<file path="src/include/eee_pkg.sv">
// constants for the energy-efficient ethernet low-power-idle controller
// -----------------------------------------------------------------
// Notes on behaviour
// - tx off for quiet periods of 20 ms
// - device starts periodic refresh cycles itself
// - quiet/refresh repeats until the local side wakes, or at 1000m until either side wakes
// - config bit selects reduced-amplitude 10 mbit mode
// - marginal link reverts to standard amplitude automatically
// - 100m idle request starts line idle signalling
// - 100m partner idle powers down receive path
// - 100m any wake restores normal per direction
// - 100m rx idle: dv low, er high, 0001
// - 100m wake completes within 30 us
// - 1000m quiet only after sleep sent and received
// - 1000m no partner idle keeps transmitter active
// - 1000m idle requests passed to far end
// - 1000m idle reported per direction to mac
// - 1000m rx idle: dv low, er high, 01
// - 1000m wake completes within 16.5 us
// -----------------------------------------------------------------
package eee_pkg;
   // clock rate
   localparam int CLK_MHZ = 200;
   // quiet period in ms and its cycle count
   localparam int QUIET_MS = 20;
   localparam int QUIET_CYC = QUIET_MS * 1000 * CLK_MHZ;
   // refresh burst length in cycles (plain choice)
   localparam int REFRESH_CYC = 64;
   // wake times in ns, cycles rounded down as a longest time
   localparam int WAKE100_NS = 30000;
   localparam int WAKE1000_NS = 16500;
   localparam int WAKE100_CYC = WAKE100_NS * CLK_MHZ / 1000;
   localparam int WAKE1000_CYC = WAKE1000_NS * CLK_MHZ / 1000;
   // counter width
   localparam int CNT_W = 32;
   // idle encodings on the mii data lanes
   localparam logic [7:0] LPI_CODE_1000 = 8'h01;
   localparam logic [3:0] LPI_CODE_100 = 4'h1;
   // speed selector codes
   localparam logic [1:0] SPD_10 = 2'h0;
   localparam logic [1:0] SPD_100 = 2'h1;
   localparam logic [1:0] SPD_1000 = 2'h2;
   // transmit line states
   typedef enum logic [2:0] {
      EEE_ACTIVE, EEE_SLEEP, EEE_QUIET, EEE_REFRESH, EEE_WAKE
   } eee_tx_e;
endpackage : eee_pkg

</file>
<file path="src/eee_lpi_ctrl.sv">
// low-power-idle transmit/receive control of the phy
`timescale 1ns/1ps
module eee_lpi_ctrl
   import eee_pkg::*;
#(
   parameter int QUIET_CYCLES = QUIET_CYC,
   parameter int WAKE100_CYCLES = WAKE100_CYC,
   parameter int WAKE1000_CYCLES = WAKE1000_CYC
) (
   // clock and reset
   input wire logic clock,
   input wire logic resetn,
   // configuration
   input wire logic [1:0] speed_sel,
   input wire logic ten_meg_reduced_amplitude_enable,
   // mac transmit side
   input wire logic tx_en,
   input wire logic tx_er,
   input wire logic [7:0] txd,
   // line status from the pcs (async)
   input wire logic partner_sleep,
   input wire logic partner_lpi,
   input wire logic link_marginal,
   input wire logic [7:0] rx_line_data,
   input wire logic rx_line_dv,
   input wire logic rx_line_er,
   // mac receive side
   output logic rx_dv,
   output logic rx_er,
   output logic [7:0] rxd,
   // line control
   output logic tx_quiet,
   output logic tx_refresh,
   output logic tx_send_sleep,
   output logic tx_lpi_to_far,
   output logic rx_path_off,
   output logic tx_lpi_status,
   output logic rx_lpi_status,
   output logic wake_done,
   output logic ten_reduced_active
);
   // -----------------------------------------------------------------
   // synchronised line inputs
   // -----------------------------------------------------------------
   logic p_sleep_s; // partner sent sleep
   logic p_lpi_s; // partner in idle
   logic marg_s; // marginal link detected
   eee_sync u_sync_sleep (
      .clock(clock),
      .resetn(resetn),
      .din(partner_sleep),
      .dout(p_sleep_s)
   );
   eee_sync u_sync_lpi (
      .clock(clock),
      .resetn(resetn),
      .din(partner_lpi),
      .dout(p_lpi_s)
   );
   eee_sync u_sync_marg (
      .clock(clock),
      .resetn(resetn),
      .din(link_marginal),
      .dout(marg_s)
   );

   // -----------------------------------------------------------------
   // decode
   // -----------------------------------------------------------------
   wire is_100 = (speed_sel == SPD_100);
   wire is_1000 = (speed_sel == SPD_1000);
   wire eee_speed = is_100 | is_1000;
   // mac idle requests per speed
   wire req_100 = is_100 & ~tx_en & tx_er & (txd[3:0] == LPI_CODE_100);
   wire req_1000 = is_1000 & ~tx_en & tx_er & (txd == LPI_CODE_1000);
   wire tx_req = req_100 | req_1000;
   // any removal of the encoding wakes the transmit side
   wire tx_wake = ~tx_req;
   // partner wake also ends the quiet cycle, at 1000m only
   wire rx_wake = ~p_lpi_s;
   // 1000m quiet needs both sleeps
   wire both_sleep = p_sleep_s;
   // wake budget for the current speed
   wire [CNT_W-1:0] wake_lim = is_1000 ? CNT_W'(WAKE1000_CYCLES) : CNT_W'(WAKE100_CYCLES);

   // -----------------------------------------------------------------
   // state
   // -----------------------------------------------------------------
   eee_tx_e st_q; // transmit line state
   eee_tx_e st_d; // next state
   logic [CNT_W-1:0] cnt_q; // period counter
   logic [CNT_W-1:0] cnt_d; // next count
   wire cnt_quiet_end = (cnt_q >= CNT_W'(QUIET_CYCLES - 1));
   wire cnt_ref_end = (cnt_q >= CNT_W'(REFRESH_CYC - 1));
   wire cnt_wake_end = (cnt_q >= wake_lim - CNT_W'(1));

   // next-state logic
   always_comb begin
      st_d = st_q;
      cnt_d = cnt_q + CNT_W'(1);
      case (st_q)
         // normal idle symbols or data
         EEE_ACTIVE: begin
            cnt_d = '0;
            if (tx_req) begin
               // 100m goes straight to quiet, 1000m sends sleep first
               st_d = is_1000 ? EEE_SLEEP : EEE_QUIET;
            end
         end
         // 1000m: sleep sent, waiting for partner sleep
         EEE_SLEEP: begin
            cnt_d = '0;
            if (tx_wake) begin
               st_d = EEE_ACTIVE;
            end else if (both_sleep) begin
               st_d = EEE_QUIET;
            end
            // otherwise stay non-quiet
         end
         // transmitter off
         EEE_QUIET: begin
            if (tx_wake || (is_1000 && rx_wake)) begin
               st_d = EEE_WAKE;
               cnt_d = '0;
            end else if (cnt_quiet_end) begin
               st_d = EEE_REFRESH;
               cnt_d = '0;
            end
         end
         // self-started refresh
         EEE_REFRESH: begin
            if (tx_wake || (is_1000 && rx_wake)) begin
               st_d = EEE_WAKE;
               cnt_d = '0;
            end else if (cnt_ref_end) begin
               st_d = EEE_QUIET;
               cnt_d = '0;
            end
         end
         // wake: bounded by the speed wake time
         EEE_WAKE: begin
            if (cnt_wake_end) begin
               st_d = EEE_ACTIVE;
               cnt_d = '0;
            end
         end
         default: begin
            st_d = EEE_ACTIVE;
            cnt_d = '0;
         end
      endcase
      // leaving an eee speed drops everything
      if (!eee_speed) begin
         st_d = EEE_ACTIVE;
         cnt_d = '0;
      end
   end

   // -----------------------------------------------------------------
   // receive side decode
   // -----------------------------------------------------------------
   // receive idle per direction, ends on any partner wake
   wire rx_idle = eee_speed & p_lpi_s;
   wire [7:0] rx_code = is_1000 ? LPI_CODE_1000 : {4'h0, LPI_CODE_100};
   wire [7:0] rxd_d = rx_idle ? rx_code : rx_line_data;
   wire rx_dv_d = rx_idle ? 1'b0 : rx_line_dv;
   wire rx_er_d = rx_idle ? 1'b1 : rx_line_er;
   // reduced amplitude unless marginal link
   wire ten_red_d = ten_meg_reduced_amplitude_enable & ~marg_s;

   // -----------------------------------------------------------------
   // registers
   // -----------------------------------------------------------------
   // state and counter
   always_ff @(posedge clock or negedge resetn) begin
      if (!resetn) begin
         st_q <= EEE_ACTIVE;
         cnt_q <= '0;
      end else begin
         st_q <= st_d;
         cnt_q <= cnt_d;
      end
   end

   // line control outputs
   always_ff @(posedge clock or negedge resetn) begin
      if (!resetn) begin
         tx_quiet <= 1'b0;
         tx_refresh <= 1'b0;
         tx_send_sleep <= 1'b0;
         tx_lpi_to_far <= 1'b0;
         tx_lpi_status <= 1'b0;
         wake_done <= 1'b0;
      end else begin
         tx_quiet <= (st_d == EEE_QUIET);
         tx_refresh <= (st_d == EEE_REFRESH);
         tx_send_sleep <= (st_d == EEE_SLEEP);
         // request passed on even when line stays active
         tx_lpi_to_far <= tx_req;
         tx_lpi_status <= (st_d != EEE_ACTIVE) && (st_d != EEE_WAKE);
         // one-cycle pulse when wake finishes
         wake_done <= (st_q == EEE_WAKE) && (st_d == EEE_ACTIVE);
      end
   end

   // receive outputs toward mac
   always_ff @(posedge clock or negedge resetn) begin
      if (!resetn) begin
         rx_dv <= 1'b0;
         rx_er <= 1'b0;
         rxd <= 8'h00;
         rx_path_off <= 1'b0;
         rx_lpi_status <= 1'b0;
         ten_reduced_active <= 1'b0;
      end else begin
         rx_dv <= rx_dv_d;
         rx_er <= rx_er_d;
         rxd <= rxd_d;
         rx_path_off <= rx_idle;
         rx_lpi_status <= rx_idle;
         ten_reduced_active <= ten_red_d;
      end
   end
endmodule : eee_lpi_ctrl

</file>
<file path="src/eee_sync.sv">
// three-stage synchroniser with agreement of the last two stages
`timescale 1ns/1ps
module eee_sync
   import eee_pkg::*;
(
   // clock and reset
   input wire logic clock,
   input wire logic resetn,
   // async level in, settled level out
   input wire logic din,
   output logic dout
);
   // -----------------------------------------------------------------
   // stages
   // -----------------------------------------------------------------
   logic s1_q; // first stage, read only by s2
   logic s2_q; // second stage
   logic s3_q; // third stage
   wire agree = (s2_q == s3_q); // stable once the last two agree
   // shift chain and settled output
   always_ff @(posedge clock or negedge resetn) begin
      if (!resetn) begin
         s1_q <= 1'b0;
         s2_q <= 1'b0;
         s3_q <= 1'b0;
         dout <= 1'b0;
      end else begin
         s1_q <= din;
         s2_q <= s1_q;
         s3_q <= s2_q;
         if (agree) begin
            dout <= s3_q;
         end
      end
   end
endmodule : eee_sync

</file>
<file path="config.mk">
export PLATFORM = sky130hd
export DESIGN_NAME = eee_lpi_ctrl
export DESIGN_NICKNAME = d
export VERILOG_FILES = /design/src/include/eee_pkg.sv /design/src/eee_lpi_ctrl.sv /design/src/eee_sync.sv
export SDC_FILE = /design/constraint.sdc
export NUM_CORES = 1
export LEC_CHECK = 0
export BUFFER_PORTS_ARGS = -buffer_cell sky130_fd_sc_hd__buf_2
export CAP_MARGIN = 20
export CORE_MARGIN = 2
export CORE_UTILIZATION = 50
export CTS_CLUSTER_SIZE = 25
export DETAILED_ROUTE_END_ITERATION = 16
export PLACE_DENSITY = 0.72
export SLEW_MARGIN = 20
export SYNTH_ARGS = -nofsm -noshare
export SYNTH_HDL_FRONTEND = slang
export SYNTH_HIERARCHICAL = 1
export SYNTH_SLANG_ARGS = --single-unit
export TNS_END_PERCENT = 100
</file>
<file path="constraint.sdc">
create_clock -name clock -period 2.8 [get_ports clock]
set_clock_uncertainty 0.05 [all_clocks]
set_input_delay 0.28 -clock clock [delete_from_list [all_inputs] [get_ports clock]]
set_output_delay 0.28 -clock clock [all_outputs]
set_load 0.01 [all_outputs]
</file>
# Word level (Yosys, flattened, before mapping)
# Index checks and enable logic that the tools add are counted.
[word_totals]
register_bits = 65
in_bits = 28
output_inout_bits = 19
word_cells = 88
[classes]
n_addsub = 2
order_cmp = 3
eq_ne = 15
n_mux = 22
bitwise_logic = 14
reduce_logical = 7
[op_table]
columns = ["operator", "n"]
rows = [
  ["$mux 32", 6],
  ["$pmux 32 s3", 1],
  ["$add 32x1->32 const B", 1],
  ["$ge 32x22->1 const B", 1],
  ["$ge 32x32->1", 1],
  ["$ge 32x6->1 const B", 1],
  ["$mux 3", 9],
  ["$pmux 3 s5", 1],
  ["$sub 13x1->14 const B", 1],
  ["$mux 13", 1],
  ["$eq 3x2->1 const B", 4],
  ["$and 1x1->1", 8],
  ["$eq 8x1->1 const B", 1],
  ["$mux 8", 1],
  ["$eq 3x1->1 const B", 2],
  ["$logic_not 3->1", 2],
  ["$eq 4x1->1 const B", 1],
  ["$not 1->1", 4],
  ["$eq 1x1->1", 3],
  ["$eq 3x3->1 const B", 1],
  ["$logic_and 1x1->1", 3],
  ["$ne 3x3->1 const B", 1],
  ["$reduce_bool 3->1", 1],
  ["$eq 2x1->1 const B", 1],
  ["other kinds (5)", 7],
]

# Longest topological paths before layout
[depth]
word_depth = 12
ltp_mapped = 12
depth_no_buf = 10

# Modules after synthesis
# The synthesis kept the hierarchy.
[by_module_without_submodules]
columns = ["module", "instances", "cells_each", "area_each_um2", "seq_area_each_um2"]
rows = [
  ["eee_lpi_ctrl", 1, 243, 2678.8, 1326.3],
  ["eee_sync", 3, 5, 111.4, 100.1],
]

# Worst setup path after synthesis
# No wires, ideal clock.
[synth_path]
path_kind = "in2reg"
startpoint = "input speed_sel[0]"
endpoint = "register cnt_q[13]"
arrival_ps = 2177
required_ps = 2608
path_slack_ps = 431
cell_stages = 12
n_path_buf = 2
cell_sequence = "inv_1 ha_1 clkbuf_1 inv_1 ha_1 nand4b_1 a41o_1 a21oi_1 o2111ai_1 a2bb2oi_2 buf_6 nor3_2"
[synth_via]
elab_chain_cells = 10
word_cells_on_any_way = 21
cone_classes = "add/sub: 1; order compare: 1; eq/ne: 2; mux: 6; bitwise: 9; reduce/logical: 2"
[synth_rtl]
columns = ["item", "line_no", "rtl"]
rows = [
  ["from (decl)", "eee_lpi_ctrl.sv:14", "input wire logic [1:0] speed_sel,"],
  ["parallel branches: the longest is 9 deep, another holds $ge 32x32->1", "-", ""],
  ["$mux 32 (*)", "eee_lpi_ctrl.sv:153", "if (!eee_speed) begin"],
  ["named net cnt_d[13]", "eee_lpi_ctrl.sv:92", "logic [CNT_W-1:0] cnt_d;"],
  ["to (signal assigned)", "eee_lpi_ctrl.sv:181", "cnt_q <= cnt_d;"],
  ["to (decl)", "eee_lpi_ctrl.sv:91", "logic [CNT_W-1:0] cnt_q;"],
]
# Mark *: on every way through the listed nets, which the timed path passes.
# A chain may end at the register's enable or synchronous reset.

# Final worst setup path
[layout_path]
startpoint = "register cnt_q[0]"
endpoint = "register cnt_q[1]"
[layout_via]
elab_chain_cells = 5
word_cells_on_any_way = 11
cone_classes = "add/sub: 1; order compare: 3; mux: 7"
[layout_rtl]
columns = ["item", "line_no", "rtl"]
rows = [
  ["$add 32x1->32, or another cell as far along", "eee_lpi_ctrl.sv:100", "cnt_d = cnt_q + CNT_W'(1);"],
  ["$mux 32 (on tied branches)", "eee_lpi_ctrl.sv:135, eee_lpi_ctrl.sv:125", ""],
  ["$mux 32 (on tied branches)", "eee_lpi_ctrl.sv:132, eee_lpi_ctrl.sv:122", ""],
  ["$pmux 32 s3 (*)", "eee_lpi_ctrl.sv:101", "case (st_q)"],
  ["$mux 32 (*)", "eee_lpi_ctrl.sv:153", ""],
  ["named net cnt_d[1]", "eee_lpi_ctrl.sv:92", ""],
]
# Mark *: on every way through the listed nets, which the timed path passes. The rest lies on a longest branch.

==> out/summary.md <==
The total area of multi-input combinational cells was 1330 um^2; the cts-stage hold buffer count was 3. The critical path's top delay family is simple AND/OR/NAND/NOR gates. Setup repair after global routing left no endpoint under its margin. For the worst hold slack, the log shows 0.0500 ns. In the post-synthesis netlist, the biggest area contributors are dfrtp_1 (54%), nor3_2 (6.6%), xor2_1 (3.5%).

The register with the most flip-flops in the layout has 32 of them. After synthesis, the netlist uses 53 different library cells. The run gives 1630 um^2 as the area occupied by registers.

The startpoint identified for the worst register-to-register timing path is cnt_q[0]$_DFF_PN0_. TritonCTS built the clock tree. Most frequent cell after synthesis: dfrtp_1.

In this run the static leakage power is 1.56 nW. At the end of the flow the core is filled with cells to 61.6%. The endpoint type of the worst setup path is a flop. Across every metal layer, demand over resource in global routing totals 19.1%. For the starting density of the core, the log shows 51.2%. In the finished design, the share of the clock period the worst path needs comes to 85.6%. The headroom to the max-slew limit was 38.7%; the final estimated routing congestion in global placement was 0.811. After detailed routing, the number of vias per cell comes to 5.18. The post-route netlist has 31.4% of its cells at a drive strength greater than 1. Summed over all layers, the routed wires come to 5570 um.

cnt_q holds more flip-flops than any other register. The run gives 2102 as the vias after detailed routing. The total number of nets in the final design is 361, and the first-pass GRT wire length is 9600 um.

The pre-antenna-repair detailed-routing pass consisted of 4 iterations. The worst path needs 2.40 ns of the cycle, external delays included. In this run the horizontal extent of the chip is 81.6 um. The cell count after synthesis came out at 258. Averaged over all synthesized cells, the footprint is 11.7 um^2.

At the later pin of the worst-skew pair, clock insertion delay measures 0.33 ns. Across the VDD grid, the largest voltage drop is 0.411 mV. The commonest cells after synthesis are dfrtp_1 (65), nor3_2 (20), nand2_1 (19). In the final layout, the registers with the most flip-flops are cnt_q x32, rxd x8, st_q x3. The final HPWL from detailed placement was 3980 um; the clock transition at the registers of the reported paths was 0.07 ns. Actual slew at the worst max-slew pin: 0.918 ns.

The die is 81.6 um tall. The timing startpoint of the critical path is cnt_q[0]$_DFF_PN0_. The logs give 0 for the final count of pins violating max slew and 2099 for the via count of the first global-routing pass. The number of antenna-violating nets in the routed design is 0, and the top-level I/O count is 47. The largest total area in the synthesized netlist belongs to dfrtp_1. For the worst setup path, the data required time is 2.99 ns. The warning count from the yosys run is 6, and the portion of synthesized cell area occupied by the leading cell type is 54.0%. Dividing the detail-routed wire length by the instance count gives 13.7 um. The synthesized design contains 65 register bits. The worst-case clock buffer depth was 2; the DRC violation count after routing was 0. The slowest library cell on the worst path is or4_4. The count of input and output buffers came out at 46.

Core outline area: 5890 um^2. The run gives 3010 um^2 as the summed instance area of the synthesized netlist. The initial antenna violation count was 0. The repair_antennas step left the layout with diodes totalling 0. For this design, the sink count on the clock tree is 65. The number of clock buffers added by TritonCTS is 9. The largest driver fanout on the critical path was 14; the number of max-capacitance violations reported was 0. Static timing analysis puts the maximum clock frequency at 0.417 GHz.

The type of the worst min-delay path is primary input to async pin. The logs give 0 for the number of hold violations in the final report and 0 for the post-CTS setup repair buffer count. The buffer and inverter count on the worst path is 1. The total overflow left after global routing is 0. The number of gates resized after CTS was 0.

The area growth from synthesis to layout is 20.4%. The H-tree generated during clock tree synthesis spans 3 levels. The number of failing setup endpoints in the final timing report was 0.

Kind of critical path: flop to flop. The critical path startpoint category is a flop. In the synthesized netlist the dominant register cell turns out to be dfrtp_1. The run gives 0 ns as the final-layout setup total negative slack. The share of flip-flops with an asynchronous set or reset after synthesis was 100%. On the worst path, the slowest cell contributes a delay of 0.49 ns.

Power spread over the standard cell area amounts to 542 nW/um^2. Yosys mapped a number of flops with a built-in enable equal to 0. The logs give 54.0% for the sequential cell area fraction in the yosys report and 66 for the largest net degree at the start of global routing. Traced cell by cell, the critical path runs through ha_1 > nand3_1 > o21ai_2 > or4_4 > a21o_1 > a2bb2oi_2 > buf_4 > nor3b_1. The die covers 6660 um^2. The flow ran to the end, and the final reports show no timing, DRC or antenna violations. After floorplanning, the core was divided into 28 placement rows.

The clock root buffer master was clkbuf_8. The number of DRC markers in iteration 0 was 153. Number of fill cells in the layout: 491. The critical path arrival came out at 2.59 ns.
## metrics by stage
step | std cells | total power, mW | worst slack [ns] | instance area (um^2)
after CTS | 406 | 1.99 | 0.386 | 3630
after detailed placement | 387 | 1.12 | 0.341 | 3380
after global routing | 406 | 2.04 | 0.267 | 3630
after floorplan | 267 | 1.05 | 0.431 | 3050
final | 406 | 1.97 | 0.403 | 3630
after global placement | 387 | 1.11 | 0.410 | 3380
## final timing paths
kind | depth (start not counted) | slack [ns] | endpoint
max in group asynchronous | 2 | 2.11 | cnt_q[7]$_DFF_PN0_
worst max-delay path | 8 | 0.40 | cnt_q[1]$_DFF_PN0_
worst min-delay path | 2 | 0.05 | rx_dv$_DFF_PN0_
min in group clock | 2 | 0.08 | rx_er$_DFF_PN0_
worst min register to register | 0 | 0.30 | u_sync_lpi/s2_q$_DFF_PN0_
worst max register to register | 8 | 0.40 | cnt_q[1]$_DFF_PN0_
## layer usage
layer	wire length (um)	vias up	GRT usage [%]
li1	-	1032	-
met1	2470	1017	24.8
met2	2760	42	31.1
met3	238	11	3.63
met4	97	0	9.33
met5	0	-	0
## cell families after synthesis
logic type,Yosys count,share of synthesized area (%)
buffers and inverters,19,2.99
muxes,1,0.332
other,1,0.124
DFF,65,54.0
xor gates and xnor gates,22,6.40
adders and majority gates,10,4.03
and+or+nand+nor,117,26.5
AOI/OAI and AO/OA,23,5.69
## cell usage in the layout, fill, tap and decap left out, types with 2 or more instances in the layout
master	instances
buf_2	46
nor2b_1	2
nor4_1	3
inv_1	11
dfrtp_1	65
nand2b_1	7
maj3_2	3
and3_1	2
buf_4	7
nor3_1	8
a211oi_1	2
nor4_4	3
xnor2_1	10
conb_1	10
clkinv_2	2
and2_1	9
o21ai_0	3
nor2_1	11
a21oi_1	4
nor3_2	20
nand2_1	19
nand3_1	11
dlygate4sd3_1	3
clkbuf_8	10
nand4_1	7
xor2_1	12
ha_1	7
nand4b_1	2
bufinv_16	2
## final cells by class
cell class | instances | share of cell area, %
repair buffers | 56 | 8.62
inverters | 11 | 1.14
multi-input cells | 183 | 36.8
clock buffers | 11 | 3.90
clock inverters | 5 | 2.17
flip-flops and latches | 65 | 44.8
well taps | 75 | 2.59
## power breakdown
part	leakage (nW)	switching (mW)	internal [mW]
clock network	0.113	0.343	0.524
logic	0.613	0.0611	0.0505
registers	0.836	0.0153	0.972
Note: power is estimated with default switching activity, not from simulation.
